## config.mk

```make
export PLATFORM = sky130hd
export DESIGN_NAME = reset_cause_reg
export DESIGN_NICKNAME = d
export VERILOG_FILES = /design/src/logic/reset_cause_pkg.sv /design/src/logic/source_sync_if.sv /design/src/logic/source_sync.sv /design/src/logic/reset_cause_reg.sv
export SDC_FILE = /design/constraint.sdc
export NUM_CORES = 1
export LEC_CHECK = 0
export BUFFER_PORTS_ARGS = -buffer_cell sky130_fd_sc_hd__buf_2
export CORE_MARGIN = 5
export CORE_UTILIZATION = 30
export DETAILED_ROUTE_END_ITERATION = 6
export HOLD_SLACK_MARGIN = 0.05
export SYNTH_ARGS = -nofsm -noshare
export SYNTH_HDL_FRONTEND = slang
export SYNTH_SLANG_ARGS = --single-unit
```

## constraint.sdc

```tcl
create_clock -name clk_i -period 1.53 [get_ports clk_i]
set_input_delay 0.0765 -clock clk_i [delete_from_list [all_inputs] [get_ports clk_i]]
set_output_delay 0.0765 -clock clk_i [all_outputs]
set_load 0.03 [all_outputs]
```

## src/logic/reset_cause_pkg.sv

```systemverilog
package reset_cause_pkg;
  // Register address and data layout
  localparam logic [7:0] ADDR_RESET_CAUSE = 8'hEF;
  localparam int unsigned DATA_W = 8;
  localparam int unsigned BIT_USB = 7;
  localparam int unsigned BIT_FLASH = 6;
  localparam int unsigned BIT_SOFT = 4;
  localparam int unsigned BIT_MCD = 2;
  localparam int unsigned BIT_POR = 1;
  localparam int unsigned BIT_PIN = 0;
  localparam logic [7:0] RESET_CAUSE_POR_VALUE = 8'h02;
  localparam logic [7:0] READ_ZERO = 8'h00;

  // Synchronised reset-source inputs, by index
  localparam int unsigned SRC_PIN = 0;
  localparam int unsigned SRC_SUPPLY_LOW = 1;
  localparam int unsigned SRC_MCD = 2;
  localparam int unsigned SRC_FLASH = 3;
  localparam int unsigned SRC_USB = 4;
  localparam int unsigned NUM_SRC = 5;

  // Timing
  localparam int unsigned CLK_PERIOD_NS = 25;
  localparam int unsigned RESET_HOLD_NS = 100;
  localparam int unsigned RESET_HOLD_CYC =
    (RESET_HOLD_NS + CLK_PERIOD_NS - 1) / CLK_PERIOD_NS;
  localparam int unsigned SYNC_STAGES = 2;

  typedef enum logic {
    ST_RUN,
    ST_HOLD
  } seq_state_e;
endpackage

```

## src/logic/source_sync_if.sv

```systemverilog
`timescale 1ns/100ps
interface source_sync_if #(
  parameter int unsigned WIDTH = 5
);
  logic [WIDTH-1:0] raw;
  logic [WIDTH-1:0] synced;
  modport sync (input raw, output synced);
  modport user (output raw, input synced);
endinterface

```

## src/logic/source_sync.sv

```systemverilog
`timescale 1ns/100ps
module source_sync #(
  parameter int unsigned WIDTH = 5
) (
  // Clock and reset
  input wire logic clk_i,
  input wire logic rst_n_i,
  // Sources
  source_sync_if.sync src
);
  logic [WIDTH-1:0] meta_q, meta_d;
  logic [WIDTH-1:0] sync_q, sync_d;

  if (WIDTH < 1) begin : g_chk
    $error("source_sync: WIDTH must be at least 1");
  end

  always_comb begin
    meta_d = src.raw;
    sync_d = meta_q;
  end

  always_ff @(posedge clk_i) begin
    if (!rst_n_i) begin
      meta_q <= '0;
      sync_q <= '0;
    end else begin
      meta_q <= meta_d;
      sync_q <= sync_d;
    end
  end

  assign src.synced = sync_q;
endmodule

```

## src/logic/reset_cause_reg.sv

```systemverilog
`timescale 1ns/100ps
module reset_cause_reg #(
  parameter int unsigned HOLD_CYC = reset_cause_pkg::RESET_HOLD_CYC
) (
  // Clock and power-on reset
  input wire logic clk_i,
  input wire logic rst_n_i,
  // Special-function register port
  input wire logic [7:0] sfr_addr_i,
  input wire logic sfr_wr_i,
  input wire logic sfr_rd_i,
  input wire logic [7:0] sfr_wdata_i,
  output logic [7:0] sfr_rdata_o,
  // Reset sources from pins and monitors
  input wire logic pin_reset_i,
  input wire logic supply_low_i,
  input wire logic missing_clock_i,
  input wire logic flash_fault_i,
  input wire logic usb_reset_i,
  // Reset request and source enables
  output logic sys_reset_o,
  output logic usb_reset_en_o,
  output logic missing_clock_en_o,
  output logic supply_monitor_sel_o
);
  localparam int unsigned CNT_W = $clog2(HOLD_CYC + 1);

  if (HOLD_CYC < 1) begin : g_chk
    $error("reset_cause_reg: HOLD_CYC must be at least 1");
  end

  source_sync_if #(.WIDTH(reset_cause_pkg::NUM_SRC)) src_if ();

  // Raw source levels, one driver for the whole vector
  always_comb begin
    src_if.raw = '0;
    src_if.raw[reset_cause_pkg::SRC_PIN] = pin_reset_i;
    src_if.raw[reset_cause_pkg::SRC_SUPPLY_LOW] = supply_low_i;
    src_if.raw[reset_cause_pkg::SRC_MCD] = missing_clock_i;
    src_if.raw[reset_cause_pkg::SRC_FLASH] = flash_fault_i;
    src_if.raw[reset_cause_pkg::SRC_USB] = usb_reset_i;
  end

  source_sync #(
    .WIDTH(reset_cause_pkg::NUM_SRC)
  ) u_sync (
    .clk_i(clk_i),
    .rst_n_i(rst_n_i),
    .src(src_if)
  );

  function automatic logic hit(input logic [7:0] addr);
    hit = (addr == reset_cause_pkg::ADDR_RESET_CAUSE);
  endfunction

  // Cause flags and source enables
  reset_cause_pkg::seq_state_e state_q, state_d;
  logic [CNT_W-1:0] cnt_q, cnt_d;
  logic usb_f_q, usb_f_d;
  logic flash_f_q, flash_f_d;
  logic soft_f_q, soft_f_d;
  logic mcd_f_q, mcd_f_d;
  logic por_f_q, por_f_d;
  logic pin_f_q, pin_f_d;
  logic usb_en_q, usb_en_d;
  logic mcd_en_q, mcd_en_d;
  logic vmon_q, vmon_d;
  logic sys_reset_q, sys_reset_d;
  logic [7:0] rdata_q, rdata_d;
  logic wr_hit, soft_req, trig;
  logic [reset_cause_pkg::NUM_SRC-1:0] s;

  always_comb begin
    s = src_if.synced;
    wr_hit = sfr_wr_i && hit(sfr_addr_i);
    soft_req = wr_hit && sfr_wdata_i[reset_cause_pkg::BIT_SOFT];
    state_d = state_q;
    cnt_d = cnt_q;
    usb_f_d = usb_f_q;
    flash_f_d = flash_f_q;
    soft_f_d = soft_f_q;
    mcd_f_d = mcd_f_q;
    por_f_d = por_f_q;
    pin_f_d = pin_f_q;
    usb_en_d = usb_en_q;
    mcd_en_d = mcd_en_q;
    vmon_d = vmon_q;
    sys_reset_d = sys_reset_q;
    trig = 1'b0;
    if (wr_hit) begin
      // Only enable bits take write data; cause flags stay latched
      usb_en_d = sfr_wdata_i[reset_cause_pkg::BIT_USB];
      mcd_en_d = sfr_wdata_i[reset_cause_pkg::BIT_MCD];
      vmon_d = sfr_wdata_i[reset_cause_pkg::BIT_POR];
    end
    case (state_q)
      reset_cause_pkg::ST_RUN: begin
        trig = 1'b1;
        usb_f_d = 1'b0;
        flash_f_d = 1'b0;
        soft_f_d = 1'b0;
        mcd_f_d = 1'b0;
        por_f_d = 1'b0;
        pin_f_d = 1'b0;
        // One cause latched per reset, fixed priority
        if (s[reset_cause_pkg::SRC_PIN]) begin
          pin_f_d = 1'b1;
        end else if (s[reset_cause_pkg::SRC_SUPPLY_LOW] && (vmon_q || vmon_d)) begin
          por_f_d = 1'b1;
        end else if (s[reset_cause_pkg::SRC_MCD] && mcd_en_q) begin
          mcd_f_d = 1'b1;
        end else if (s[reset_cause_pkg::SRC_FLASH]) begin
          flash_f_d = 1'b1;
        end else if (s[reset_cause_pkg::SRC_USB] && usb_en_q) begin
          usb_f_d = 1'b1;
        end else if (soft_req) begin
          soft_f_d = 1'b1;
        end else begin
          trig = 1'b0;
          usb_f_d = usb_f_q;
          flash_f_d = flash_f_q;
          soft_f_d = soft_f_q;
          mcd_f_d = mcd_f_q;
          por_f_d = por_f_q;
          pin_f_d = pin_f_q;
        end
        if (trig) begin
          // Causes are latched as the reset starts, before any read
          state_d = reset_cause_pkg::ST_HOLD;
          cnt_d = CNT_W'(HOLD_CYC);
          sys_reset_d = 1'b1;
          usb_en_d = 1'b0;
          mcd_en_d = 1'b0;
        end
      end
      reset_cause_pkg::ST_HOLD: begin
        usb_en_d = 1'b0;
        mcd_en_d = 1'b0;
        vmon_d = vmon_q;
        if (cnt_q > CNT_W'(1)) begin
          cnt_d = cnt_q - CNT_W'(1);
        end else if (s[reset_cause_pkg::SRC_PIN]) begin
          cnt_d = CNT_W'(1);
        end else begin
          cnt_d = '0;
          sys_reset_d = 1'b0;
          state_d = reset_cause_pkg::ST_RUN;
        end
      end
      default: begin
        state_d = reset_cause_pkg::ST_RUN;
      end
    endcase
    // Read data held until the next read strobe
    rdata_d = rdata_q;
    if (sfr_rd_i) begin
      rdata_d = reset_cause_pkg::READ_ZERO;
      if (hit(sfr_addr_i)) begin
        rdata_d[reset_cause_pkg::BIT_USB] = usb_f_q;
        rdata_d[reset_cause_pkg::BIT_FLASH] = flash_f_q;
        rdata_d[reset_cause_pkg::BIT_SOFT] = soft_f_q;
        // MCD and pin flags read zero after power-on; the power-on flag reads one
        rdata_d[reset_cause_pkg::BIT_MCD] = mcd_f_q;
        rdata_d[reset_cause_pkg::BIT_POR] = por_f_q;
        rdata_d[reset_cause_pkg::BIT_PIN] = pin_f_q;
      end
    end
  end

  // Power-on reset leaves only the power-on flag set
  always_ff @(posedge clk_i) begin
    if (!rst_n_i) begin
      state_q <= reset_cause_pkg::ST_RUN;
      cnt_q <= '0;
      usb_f_q <= reset_cause_pkg::RESET_CAUSE_POR_VALUE[reset_cause_pkg::BIT_USB];
      flash_f_q <= reset_cause_pkg::RESET_CAUSE_POR_VALUE[reset_cause_pkg::BIT_FLASH];
      soft_f_q <= reset_cause_pkg::RESET_CAUSE_POR_VALUE[reset_cause_pkg::BIT_SOFT];
      mcd_f_q <= reset_cause_pkg::RESET_CAUSE_POR_VALUE[reset_cause_pkg::BIT_MCD];
      por_f_q <= reset_cause_pkg::RESET_CAUSE_POR_VALUE[reset_cause_pkg::BIT_POR];
      pin_f_q <= reset_cause_pkg::RESET_CAUSE_POR_VALUE[reset_cause_pkg::BIT_PIN];
      usb_en_q <= 1'b0;
      mcd_en_q <= 1'b0;
      vmon_q <= 1'b0;
      sys_reset_q <= 1'b0;
      rdata_q <= reset_cause_pkg::READ_ZERO;
    end else begin
      state_q <= state_d;
      cnt_q <= cnt_d;
      usb_f_q <= usb_f_d;
      flash_f_q <= flash_f_d;
      soft_f_q <= soft_f_d;
      mcd_f_q <= mcd_f_d;
      por_f_q <= por_f_d;
      pin_f_q <= pin_f_d;
      usb_en_q <= usb_en_d;
      mcd_en_q <= mcd_en_d;
      vmon_q <= vmon_d;
      sys_reset_q <= sys_reset_d;
      rdata_q <= rdata_d;
    end
  end

  assign sfr_rdata_o = rdata_q;
  assign sys_reset_o = sys_reset_q;
  assign usb_reset_en_o = usb_en_q;
  assign missing_clock_en_o = mcd_en_q;
  assign supply_monitor_sel_o = vmon_q;
endmodule

```

==> results of run 1 <==
==> through the flow <==
stage	setup slack (ps)	hold slack, ps
floorplan	8.60	204
global placement	189	284
detailed placement	161	287
CTS	177	66.9
global route	83.0	102
finish	172	82.8
==> logic make-up after synthesis <==
kind of cell | synth area share
fa+ha+maj | 0.0197
other cells | 0.00295
compound gates | 0.168
buf+inv | 0.0531
flops | 0.472
mux | 0.0236
simple gates | 0.260
==> worst reg2reg max path, stage by stage (launching register included) <==
cell	delay, ps
dfxtp_1	420
a21oi_2	100
and3_4	210
a2bb2oi_4	180
a221o_1	350
==> registers in the layout (all words and copies together) (netlist names) <==
signal	cells
soft_f_q	1
state_q	1
usb_f_q	1
sfr_rdata_o	6
flash_f_q	1
mcd_f_q	1
u_sync.src.synced	5
cnt_q	3
sys_reset_o	1
usb_reset_en_o	1
u_sync.meta_q	5
missing_clock_en_o	1
pin_f_q	1
supply_monitor_sel_o	1
por_f_q	1
==> synthesized netlist by cell type (4+ instances only) <==
| cell | number |
|---|---|
| dfxtp_1 | 30 |
| a21oi_1 | 11 |
| and2_1 | 11 |
| nand2_1 | 9 |
| nor2_1 | 9 |
| nor2b_1 | 7 |
| clkbuf_1 | 5 |
| nand4b_1 | 4 |
| nor3_1 | 4 |
| o21ai_0 | 4 |
==> metal layers <==
layer / vias up / track usage
met1: 508 / 0.125
met5: - / 0
met4: 0 / 0.0514
met3: 8 / 0.0454
met2: 34 / 0.180
li1: 541 / -
==> power groups by stage <==
stage | sequential (mW) | combinational (mW) | clock (mW)
3_3_place_gp | 0.848 | 0.136 | 0
3_5_place_dp | 0.849 | 0.142 | 0
5_1_grt | 0.836 | 0.169 | 0.789
2_1_floorplan | 0.844 | 0.102 | 0
4_1_cts | 0.832 | 0.152 | 0.758
6_report | 0.832 | 0.151 | 0.736
==> path summary, 6_finish.rpt <==
| kind | from | end | cells past startpoint |
|---|---|---|---|
| setup / recovery | u_sync.src.synced[1] | por_f_q | 4 |
| hold reg to reg | u_sync.meta_q[0] | u_sync.src.synced[0] | 1 |
| hold / removal | sfr_wdata_i[1] | supply_monitor_sel_o | 3 |
| setup reg to reg | u_sync.src.synced[1] | por_f_q | 4 |
==> area by class of cell <==
class                           instances  area [um2]  area share
Clock buffer                            8         110      0.0684
Inverter                                4        15.0     0.00932
Multi-Input combinational cell         94         607       0.377
Sequential cell                        30         601       0.373
Tap cell                               50        62.6      0.0389
Timing Repair Buffer                   37         215       0.134
==> impl_table.tex, run 1 <==
\begin{tabular}{lr}
\hline
Metric & Value \\
\hline
\multicolumn{2}{l}{\textbf{Run status}} \\
\quad Outcome & finished clean \\
\multicolumn{2}{l}{\textbf{Clock network}} \\
\quad Maximum buffer depth of the clock tree & 2 \\
\quad Count of hold-fix buffers inserted at cts & 5 \\
\quad Number of instances resized during post-cts repair & 0 \\
\quad Number of clock buffers inserted by TritonCTS & 5 \\
\quad CTS root buf & clkbuf\_8 \\
\quad Clock insertion delay at the later pin of the skew report & 280 ps \\
\quad CTS sink cnt & 30 \\
\quad Number of setup buffers added after CTS & 0 \\
\quad H-tree levels & 2 \\
\quad Clock edge transition at the registers on the reported setup and hold paths & 60 ps \\
\quad Clock tree from TritonCTS & done \\
\multicolumn{2}{l}{\textbf{Worst setup path}} \\
\quad Setup Crit Path Kind & register to register \\
\quad Kind of end point of the critical path & register \\
\quad Worst Path Arrival & 1530 ps \\
\quad Max stage delay cell, worst path & dfxtp\_1 \\
\quad Crit Path Max Fanout & 7 \\
\quad Worst Path Required & 1700 ps \\
\quad Startpoint Class & register \\
\quad Worst R2R Setup Slack & 170 ps \\
\quad CP peak stage delay & 420 ps \\
\quad CP delay by family, top & compound AO/OA/AOI/OAI gates \\
\quad Buffers and inverters on the worst path & 0 \\
\quad Critical path cell sequence & a21oi\_2 -> and3\_4 -> a2bb2oi\_4 -> a221o\_1 \\
\multicolumn{2}{l}{\textbf{Global route}} \\
\quad Grt total ovfl & 0 \\
\quad Largest net degree at the start of global routing & 27 \\
\quad Antenna violations before repair & 0 \\
\quad Wire length of the first global-routing pass & 4710 um \\
\quad Global routing usage summed across all routing layers & 0.110 \\
\quad Number of global-route vias before repair & 1085 \\
\multicolumn{2}{l}{\textbf{Yosys}} \\
\quad Number of distinct library cell variants in the gate-level netlist after synthesis & 36 \\
\quad Mean cell area of the mapped netlist & 9.35 um2 \\
\quad Register area share after synthesis & 0.472 \\
\quad Post-synthesis cell count & 136 \\
\quad Number of warning messages in the yosys log & 0 \\
\quad Prevailing post-synth register cell & dfxtp\_1 \\
\quad Cells taking the most area after synthesis & dfxtp\_1 (47\%), and2\_1 (5.4\%), a21oi\_1 (4.3\%) \\
\quad Number of flip-flops and latches in the synthesized netlist & 30 \\
\quad Ys async rst share & 0 \\
\quad Share of the synthesized area in the top cell type & 0.472 \\
\quad Post-synth top area cell & dfxtp\_1 \\
\quad Number of enable flip-flop cells after synthesis & 0 \\
\quad Netlist area before placement & 1270 um2 \\
\multicolumn{2}{l}{\textbf{Cells and area}} \\
\quad Signed area change from the synthesized netlist to the final layout & 26.7\% \\
\quad NumNets Final & 199 \\
\quad Number of non-filler instances in the completed layout & 223 \\
\quad Antenna diode count & 0 \\
\quad Post-Route Utilization & 0.397 \\
\quad Fillcell total & 406 \\
\quad Layout cell share with drive strength beyond 1 & 0.272 \\
\quad Top library cells by usage in the layout, fill and taps aside & dfxtp\_1 (30), buf\_2 (30), a21oi\_1 (11), and2\_1 (11) \\
\quad Final non-filler cell area & 1610 um2 \\
\multicolumn{2}{l}{\textbf{Floorplanning}} \\
\quad Total I/O pin count & 37 \\
\quad Floorplan row count & 23 \\
\quad Starting utilization of the core area & 0.313 \\
\quad Die Y-Extent & 75.1 um \\
\quad Die outline area & 5640 um2 \\
\quad Die extent in x & 75.1 um \\
\quad Core Box Area & 4060 um2 \\
\multicolumn{2}{l}{\textbf{Place}} \\
\quad Placed Instance Area & 1450 um2 \\
\quad RD Place Congestion & 0.745 \\
\quad Placed cell count & 210 \\
\quad Port Buffer Count & 30 \\
\quad Hpwl dp & 2070 um \\
\multicolumn{2}{l}{\textbf{Drt}} \\
\quad First-pass DRT Iterations & 6 \\
\quad Post-detailed-route wirelength per cell & 12.6 um \\
\quad Met1 WL & 1230 um \\
\quad Top routing layer in use & met4 \\
\quad Number of violations reported at the end of detailed-routing iteration 0 & 80 \\
\quad Detailed-route vias per instance & 4.89 \\
\quad Total Wirelength & 2810 um \\
\quad Post-route DRC & 0 \\
\quad Met2 layer wire length in the routed design & 1260 um \\
\quad Via count of the routed design & 1091 \\
\quad Final antenna-violating net count & 0 \\
\quad Total length of routed met3 wires & 255 um \\
\multicolumn{2}{l}{\textbf{Pwr}} \\
\quad Share of power burned in registers & 0.484 \\
\quad Comb power frac & 0.088 \\
\quad Pwr Density & 1070 nW/um2 \\
\quad Power Total & 1.72 mW \\
\quad Switching portion of total power & 0.223 \\
\quad Static leakage power & 0.699 nW \\
\quad Power spent charging and discharging nets & 384 uW \\
\quad Clock power share & 0.428 \\
\quad Power Internal & 1.33 mW \\
\quad Largest vdd supply drop & 583 uV \\
\multicolumn{2}{l}{\textbf{Timing}} \\
\quad Post-layout min period & 1360 ps \\
\quad Setup repair after global routing missed its margin & no \\
\quad Least-Margin Pin Slew & 612 ps \\
\quad Final critical-path share of the clock period & 0.888 \\
\quad Setup tns final & 0 ps \\
\quad Fin Clk Skew & 5.62 ps \\
\quad Final setup viols & 0 \\
\quad Final Slew Violations & 0 \\
\quad Final hold vios & 0 \\
\quad Max transition margin & 0.591 \\
\quad Max Fclk & 736 MHz \\
\multicolumn{2}{l}{\textbf{Run}} \\
\quad Number of maximum-capacitance violations & 0 \\
\multicolumn{2}{l}{\textbf{Min path}} \\
\quad Min-delay worst type & input port to register \\
\hline
\end{tabular}
(Power assumes the default switching activity.)
==> run 2, diff against run 1 <==
clock period = 1.15 ns   (was 1.53 ns; I/O delays follow)
==> impl_table.tex, run 2 (synthesized netlist as in run 1, its figures left out) <==
\begin{tabular}{lr}
\hline
Metric & Value \\
\hline
\multicolumn{2}{l}{\textbf{Clock network}} \\
\quad Clock insertion delay at the later pin of the skew report & 280 ps \\
\quad Maximum buffer depth of the clock tree & 2 \\
\quad H-tree levels & 2 \\
\quad CTS root buf & clkbuf\_8 \\
\quad Number of clock buffers inserted by TritonCTS & 5 \\
\quad CTS sink cnt & 30 \\
\quad Clock edge transition at the registers on the reported setup and hold paths & 60 ps \\
\quad Clock tree from TritonCTS & done \\
\multicolumn{2}{l}{\textbf{Drt}} \\
\quad Final antenna-violating net count & 0 \\
\quad Number of violations reported at the end of detailed-routing iteration 0 & 56 \\
\quad First-pass DRT Iterations & 4 \\
\quad Total Wirelength & 3200 um \\
\quad Post-route DRC & 0 \\
\quad Detailed-route vias per instance & 4.75 \\
\quad Post-detailed-route wirelength per cell & 13.2 um \\
\quad Via count of the routed design & 1149 \\
\multicolumn{2}{l}{\textbf{Worst setup path}} \\
\quad Worst Path Arrival & 1450 ps \\
\quad Worst setup startpoint & u\_sync.src.synced[1] \\
\quad Crit Path Max Fanout & 7 \\
\quad Worst Path Required & 1360 ps \\
\quad CP delay by family, top & compound AO/OA/AOI/OAI gates \\
\quad Buffers and inverters on the worst path & 0 \\
\quad Worst R2R Setup Slack & -90 ps \\
\quad Setup Crit Path Kind & register to register \\
\quad Max stage delay cell, worst path & dfxtp\_2 \\
\quad Critical path cell sequence & a21oi\_2 -> and3\_4 -> a2bb2oi\_4 -> mux2i\_1 \\
\quad Startpoint Class & register \\
\quad Kind of end point of the critical path & register \\
\quad Path depth of the worst reg2reg path & 4 \\
\quad RR Startpoint & u\_sync.src.synced[1] \\
\quad Capture instance of the worst register-to-register path & pin\_f\_q \\
\quad CP peak stage delay & 340 ps \\
\multicolumn{2}{l}{\textbf{Global route}} \\
\quad Antenna violations before repair & 0 \\
\quad Most utilized layer in the global route result & met2 \\
\quad Number of global-route vias before repair & 1218 \\
\quad Largest net degree at the start of global routing & 20 \\
\quad Grt total ovfl & 0 \\
\quad Global routing usage summed across all routing layers & 0.132 \\
\quad GR Layer Usage met3 & 0.0521 \\
\quad M2 GR Usage & 0.220 \\
\quad Wire length of the first global-routing pass & 5460 um \\
\quad Global-route track usage on met1 & 0.148 \\
\multicolumn{2}{l}{\textbf{Pwr}} \\
\quad Pwr Density & 1330 nW/um2 \\
\quad Largest vdd supply drop & 634 uV \\
\quad Static leakage power & 0.807 nW \\
\multicolumn{2}{l}{\textbf{Floorplanning}} \\
\quad Die outline area & 5640 um2 \\
\quad Floorplan row count & 23 \\
\quad Die Y-Extent & 75.1 um \\
\quad Total I/O pin count & 37 \\
\quad Die extent in x & 75.1 um \\
\quad Core Box Area & 4060 um2 \\
\quad Starting utilization of the core area & 0.313 \\
\multicolumn{2}{l}{\textbf{Timing}} \\
\quad Setup repair after global routing missed its margin & yes \\
\quad Final Slew Violations & 0 \\
\quad Final hold vios & 0 \\
\quad Max Fclk & 810 MHz \\
\quad Final setup viols & 10 \\
\quad Final worst hold slack & 64.2 ps \\
\quad Fin Clk Skew & 6.34 ps \\
\quad Final critical-path share of the clock period & 1.07 \\
\quad Post-layout min period & 1240 ps \\
\quad Final setup margin & -85.3 ps \\
\multicolumn{2}{l}{\textbf{Min path}} \\
\quad Hold-critical path endpoint & missing\_clock\_en\_o \\
\quad Hold depth & 3 \\
\quad Launch instance of the worst min-delay path & sfr\_wdata\_i[2] \\
\quad Min-delay worst type & input port to register \\
\multicolumn{2}{l}{\textbf{Place}} \\
\quad Hpwl dp & 2310 um \\
\quad Worst setup timing slack at the placement stage & -144 ps \\
\quad Placed Instance Area & 1600 um2 \\
\quad RD Place Congestion & 0.764 \\
\quad Port Buffer Count & 30 \\
\multicolumn{2}{l}{\textbf{Run status}} \\
\quad Outcome & finished, violations left \\
\quad Violated checks & setup timing \\
\multicolumn{2}{l}{\textbf{Cells and area}} \\
\quad Most common cell after layout, fill and taps aside & buf\_2 \\
\quad Final non-filler cell area & 1830 um2 \\
\quad Layout cell share with drive strength beyond 1 & 0.417 \\
\quad Top library cells by usage in the layout, fill and taps aside & buf\_2 (30), dfxtp\_1 (24), buf\_4 (21) \\
\quad Signed area change from the synthesized netlist to the final layout & 43.7\% \\
\quad NumNets Final & 219 \\
\quad Fillcell total & 391 \\
\quad Antenna diode count & 0 \\
\quad Number of flip-flops under the largest register name & 6 \\
\multicolumn{2}{l}{\textbf{Run}} \\
\quad Number of maximum-capacitance violations & 0 \\
\hline
\end{tabular}
-- run 2: cell types whose count changed in the layout (fill, tap and decap cells not counted), moves of 2 or more --
| cell | before | now |
|---|---|---|
| nand2_2 | 0 | 2 |
| dfxtp_1 | 30 | 24 |
| nand2_1 | 9 | 7 |
| buf_4 | 2 | 21 |
| clkbuf_8 | 8 | 6 |
| dfxtp_4 | 0 | 4 |
| a21oi_1 | 11 | 9 |
| dfxtp_2 | 0 | 2 |
-- run 2: how the worst max path moves through the flow --
| stage | end | slack (ps) | cells past startpoint |
|---|---|---|---|
| 3_5_place_dp | por_f_q | -140 | 5 |
| 4_1_cts | pin_f_q | -70 | 4 |
| 3_3_place_gp | por_f_q | -90 | 5 |
| 6_report | pin_f_q | -90 | 4 |
| 2_1_floorplan | por_f_q | -160 | 5 |
| 5_1_grt | pin_f_q | -150 | 4 |
-- run 2: metal layers --
metal / part of all wire / wire [um]
met3: 0.069 / 222
met1: 0.42 / 1330
met2: 0.49 / 1570
met4: 0.023 / 72
met5: 0 / 0
-- run 2: where the power goes --
group	internal (mW)	switching, mW
Clock	0.692	0.377
Combinational	0.139	0.130
Sequential	1.07	0.0282
Total	1.90	0.535
-- run 2: worst register-to-register path, cell delays in order (launching register included) --
cell and delay (ps):
dfxtp_2 340, a21oi_2 150, and3_4 240, a2bb2oi_4 230
mux2i_1 210
-- run 2: stage by stage --
step                      utilization  total power, mW  cells  setup TNS [ps]
after global placement          0.395             1.34    228            -624
final                           0.450             2.43    242            -506
after global routing            0.450             2.55    242           -1230
after detailed placement        0.395             1.35    228           -1030
after floorplan                     -             1.25    137            -742
after CTS                       0.447             2.46    242            -375
-- run 2: area by class of cell --
type	count	area, um2	share of cell area
timing repair buffer	57	368	0.201
sequential	30	618	0.338
clock inverter	1	30.0	0.0164
clock buffer	6	82.6	0.0452
inverter	4	15.0	0.00822
multi-input combinational	94	651	0.356
tap	50	62.6	0.0342
-- run 2: repair_timing --
action / CTS / global route
hold buffers: 6 / 0
pin swaps: 7 / 6
endpoints found under the setup margin: 11 / 13
hold endpoints to repair: 6 / 0
buffers inserted: 1 / 0
resized for setup: 10 / 4
==> run 3, diff against run 2 <==
CORE_UTILIZATION = 45   (was 30)
PLACE_DENSITY = 0.74   (was default)
SKIP_LAST_GASP = 1   (was default)
SLEW_MARGIN = 30   (was default)
==> impl_table.tex, run 3 (synthesized netlist as in run 1, its figures left out) <==
\begin{tabular}{lr}
\hline
Metric & Value \\
\hline
\multicolumn{2}{l}{\textbf{Timing}} \\
\quad Final hold vios & 0 \\
\quad Post-layout min period & 1310 ps \\
\quad Final setup viols & 11 \\
\quad Fin Clk Skew & 7.66 ps \\
\quad Max Fclk & 766 MHz \\
\quad Final critical-path share of the clock period & 1.14 \\
\quad Final Slew Violations & 0 \\
\quad Final setup margin & -156 ps \\
\quad Setup repair after global routing missed its margin & yes \\
\multicolumn{2}{l}{\textbf{Pwr}} \\
\quad Pwr Density & 1130 nW/um2 \\
\quad Static leakage power & 0.803 nW \\
\quad Largest vdd supply drop & 1160 uV \\
\multicolumn{2}{l}{\textbf{Global route}} \\
\quad Number of global-route vias before repair & 1158 \\
\quad Global routing usage summed across all routing layers & 0.159 \\
\quad Antenna violations before repair & 0 \\
\quad Largest net degree at the start of global routing & 17 \\
\quad Wire length of the first global-routing pass & 5050 um \\
\quad Grt total ovfl & 0 \\
\multicolumn{2}{l}{\textbf{Floorplanning}} \\
\quad Starting utilization of the core area & 0.465 \\
\quad Die outline area & 3990 um2 \\
\quad Die extent in x & 63.2 um \\
\quad Core Box Area & 2730 um2 \\
\quad Floorplan row count & 19 \\
\quad Die Y-Extent & 63.2 um \\
\quad Total I/O pin count & 37 \\
\multicolumn{2}{l}{\textbf{Drt}} \\
\quad Number of violations reported at the end of detailed-routing iteration 0 & 69 \\
\quad Post-detailed-route wirelength per cell & 13.6 um \\
\quad First-pass DRT Iterations & 4 \\
\quad Total Wirelength & 3090 um \\
\quad Detailed-route vias per instance & 5.19 \\
\quad Via count of the routed design & 1184 \\
\quad Post-route DRC & 0 \\
\quad Final antenna-violating net count & 0 \\
\multicolumn{2}{l}{\textbf{Run status}} \\
\quad Outcome & finished, violations left \\
\quad Violated checks & setup timing \\
\multicolumn{2}{l}{\textbf{Clock network}} \\
\quad Clock insertion delay at the later pin of the skew report & 330 ps \\
\quad CTS sink cnt & 30 \\
\quad Clock tree from TritonCTS & done \\
\quad Clock edge transition at the registers on the reported setup and hold paths & 90 ps \\
\quad CTS root buf & clkbuf\_4 \\
\quad Number of clock buffers inserted by TritonCTS & 5 \\
\quad Maximum buffer depth of the clock tree & 2 \\
\quad H-tree levels & 2 \\
\multicolumn{2}{l}{\textbf{Place}} \\
\quad Placed Instance Area & 1570 um2 \\
\quad RD Place Congestion & 0.858 \\
\quad Port Buffer Count & 30 \\
\quad Hpwl dp & 2260 um \\
\multicolumn{2}{l}{\textbf{Worst setup path}} \\
\quad CP delay by family, top & compound AO/OA/AOI/OAI gates \\
\quad Worst Path Arrival & 1570 ps \\
\quad Setup Crit Path Kind & register to register \\
\quad Buffers and inverters on the worst path & 1 \\
\quad Critical path cell sequence & a21oi\_2 -> and3\_4 -> a2bb2oi\_4 -> buf\_4 -> a32o\_2 \\
\quad Kind of end point of the critical path & register \\
\quad Worst Path Required & 1420 ps \\
\quad Max stage delay cell, worst path & dfxtp\_4 \\
\quad Crit Path Max Fanout & 4 \\
\quad Total stage count of the critical path & 5 \\
\quad CP peak stage delay & 360 ps \\
\quad Startpoint Class & register \\
\quad Path depth of the worst reg2reg path & 5 \\
\multicolumn{2}{l}{\textbf{Cells and area}} \\
\quad Number of flip-flops under the largest register name & 6 \\
\quad Most common cell after layout, fill and taps aside & buf\_2 \\
\quad Post-Route Utilization & 0.658 \\
\quad Final non-filler cell area & 1800 um2 \\
\quad NumNets Final & 223 \\
\quad Signed area change from the synthesized netlist to the final layout & 41.5\% \\
\quad Layout cell share with drive strength beyond 1 & 0.442 \\
\quad Antenna diode count & 0 \\
\quad Top library cells by usage in the layout, fill and taps aside & buf\_2 (30), buf\_4 (22), dfxtp\_1 (21) \\
\multicolumn{2}{l}{\textbf{Min path}} \\
\quad Hold depth & 3 \\
\quad Min-delay worst type & input port to register \\
\multicolumn{2}{l}{\textbf{Run}} \\
\quad Number of maximum-capacitance violations & 0 \\
\hline
\end{tabular}
## run 3: cell count changes in the layout (fill, tap and decap cells not counted), moves of 2 or more
cell	previous run	this run
clkbuf_4	0	5
clkbuf_8	6	1
a21oi_2	2	6
a21oi_1	9	6
dfxtp_1	24	21
dfxtp_2	2	5
dlygate4sd3_1	6	8
## run 3: stage by stage
step	power, mW	cells	setup WS, ps	setup TNS (ps)	hold slack [ps]
finish	2.03	228	-156	-1120	66.5
global route	2.13	228	-200	-1660	74.3
detailed placement	1.35	208	-189	-1000	268
global placement	1.34	208	-95.3	-744	263
CTS	2.04	227	-122	-877	59.4
floorplan	1.25	137	-161	-742	185
## run 3: report_power, final
part | leakage (nW) | total [mW] | switching, mW | internal (mW)
Combinational | 0.518 | 0.291 | 0.136 | 0.155
Clock | 0.0353 | 0.643 | 0.347 | 0.296
Sequential | 0.250 | 1.09 | 0.0271 | 1.07
## run 3: cell type report
cell class | count | area [um2]
fillers | 232 | 935
multi-input cells | 94 | 657
flip-flops and latches | 30 | 622
repair buffers | 61 | 407
clock buffers | 7 | 55.1
well taps | 31 | 38.8
inverters | 4 | 15.0
clock inverters | 1 | 5.00
## run 3: worst paths after layout
kind	from	endpoint	slack, ps
worst max-delay path	supply_monitor_sel_o	usb_f_q	-160
worst max register to register	supply_monitor_sel_o	usb_f_q	-160
worst min register to register	u_sync.meta_q[2]	u_sync.src.synced[2]	440
worst min-delay path	sfr_wdata_i[4]	soft_f_q	70
## run 3: worst register-to-register path: stages (launching register included)
cell,delay (ps)
dfxtp_4,360
a21oi_2,150
and3_4,230
a2bb2oi_4,200
buf_4,150
a32o_2,170
## run 3: timing repair
action                                 CTS  global route
pin swaps                                7             6
setup buffers                            3             1
setup endpoints to repair               12            13
hold buffers                             8             0
resized for setup                       13             5
endpoints found under the hold margin    8             0
## run 3: layer usage
metal | wire [um] | up-vias | GRT usage
met3 | 226 | 5 | 0.0568
met1 | 1270 | 553 | 0.174
met2 | 1550 | 36 | 0.279
met5 | 0 | - | 0
met4 | 46 | 0 | 0.0557
li1 | - | 590 | -
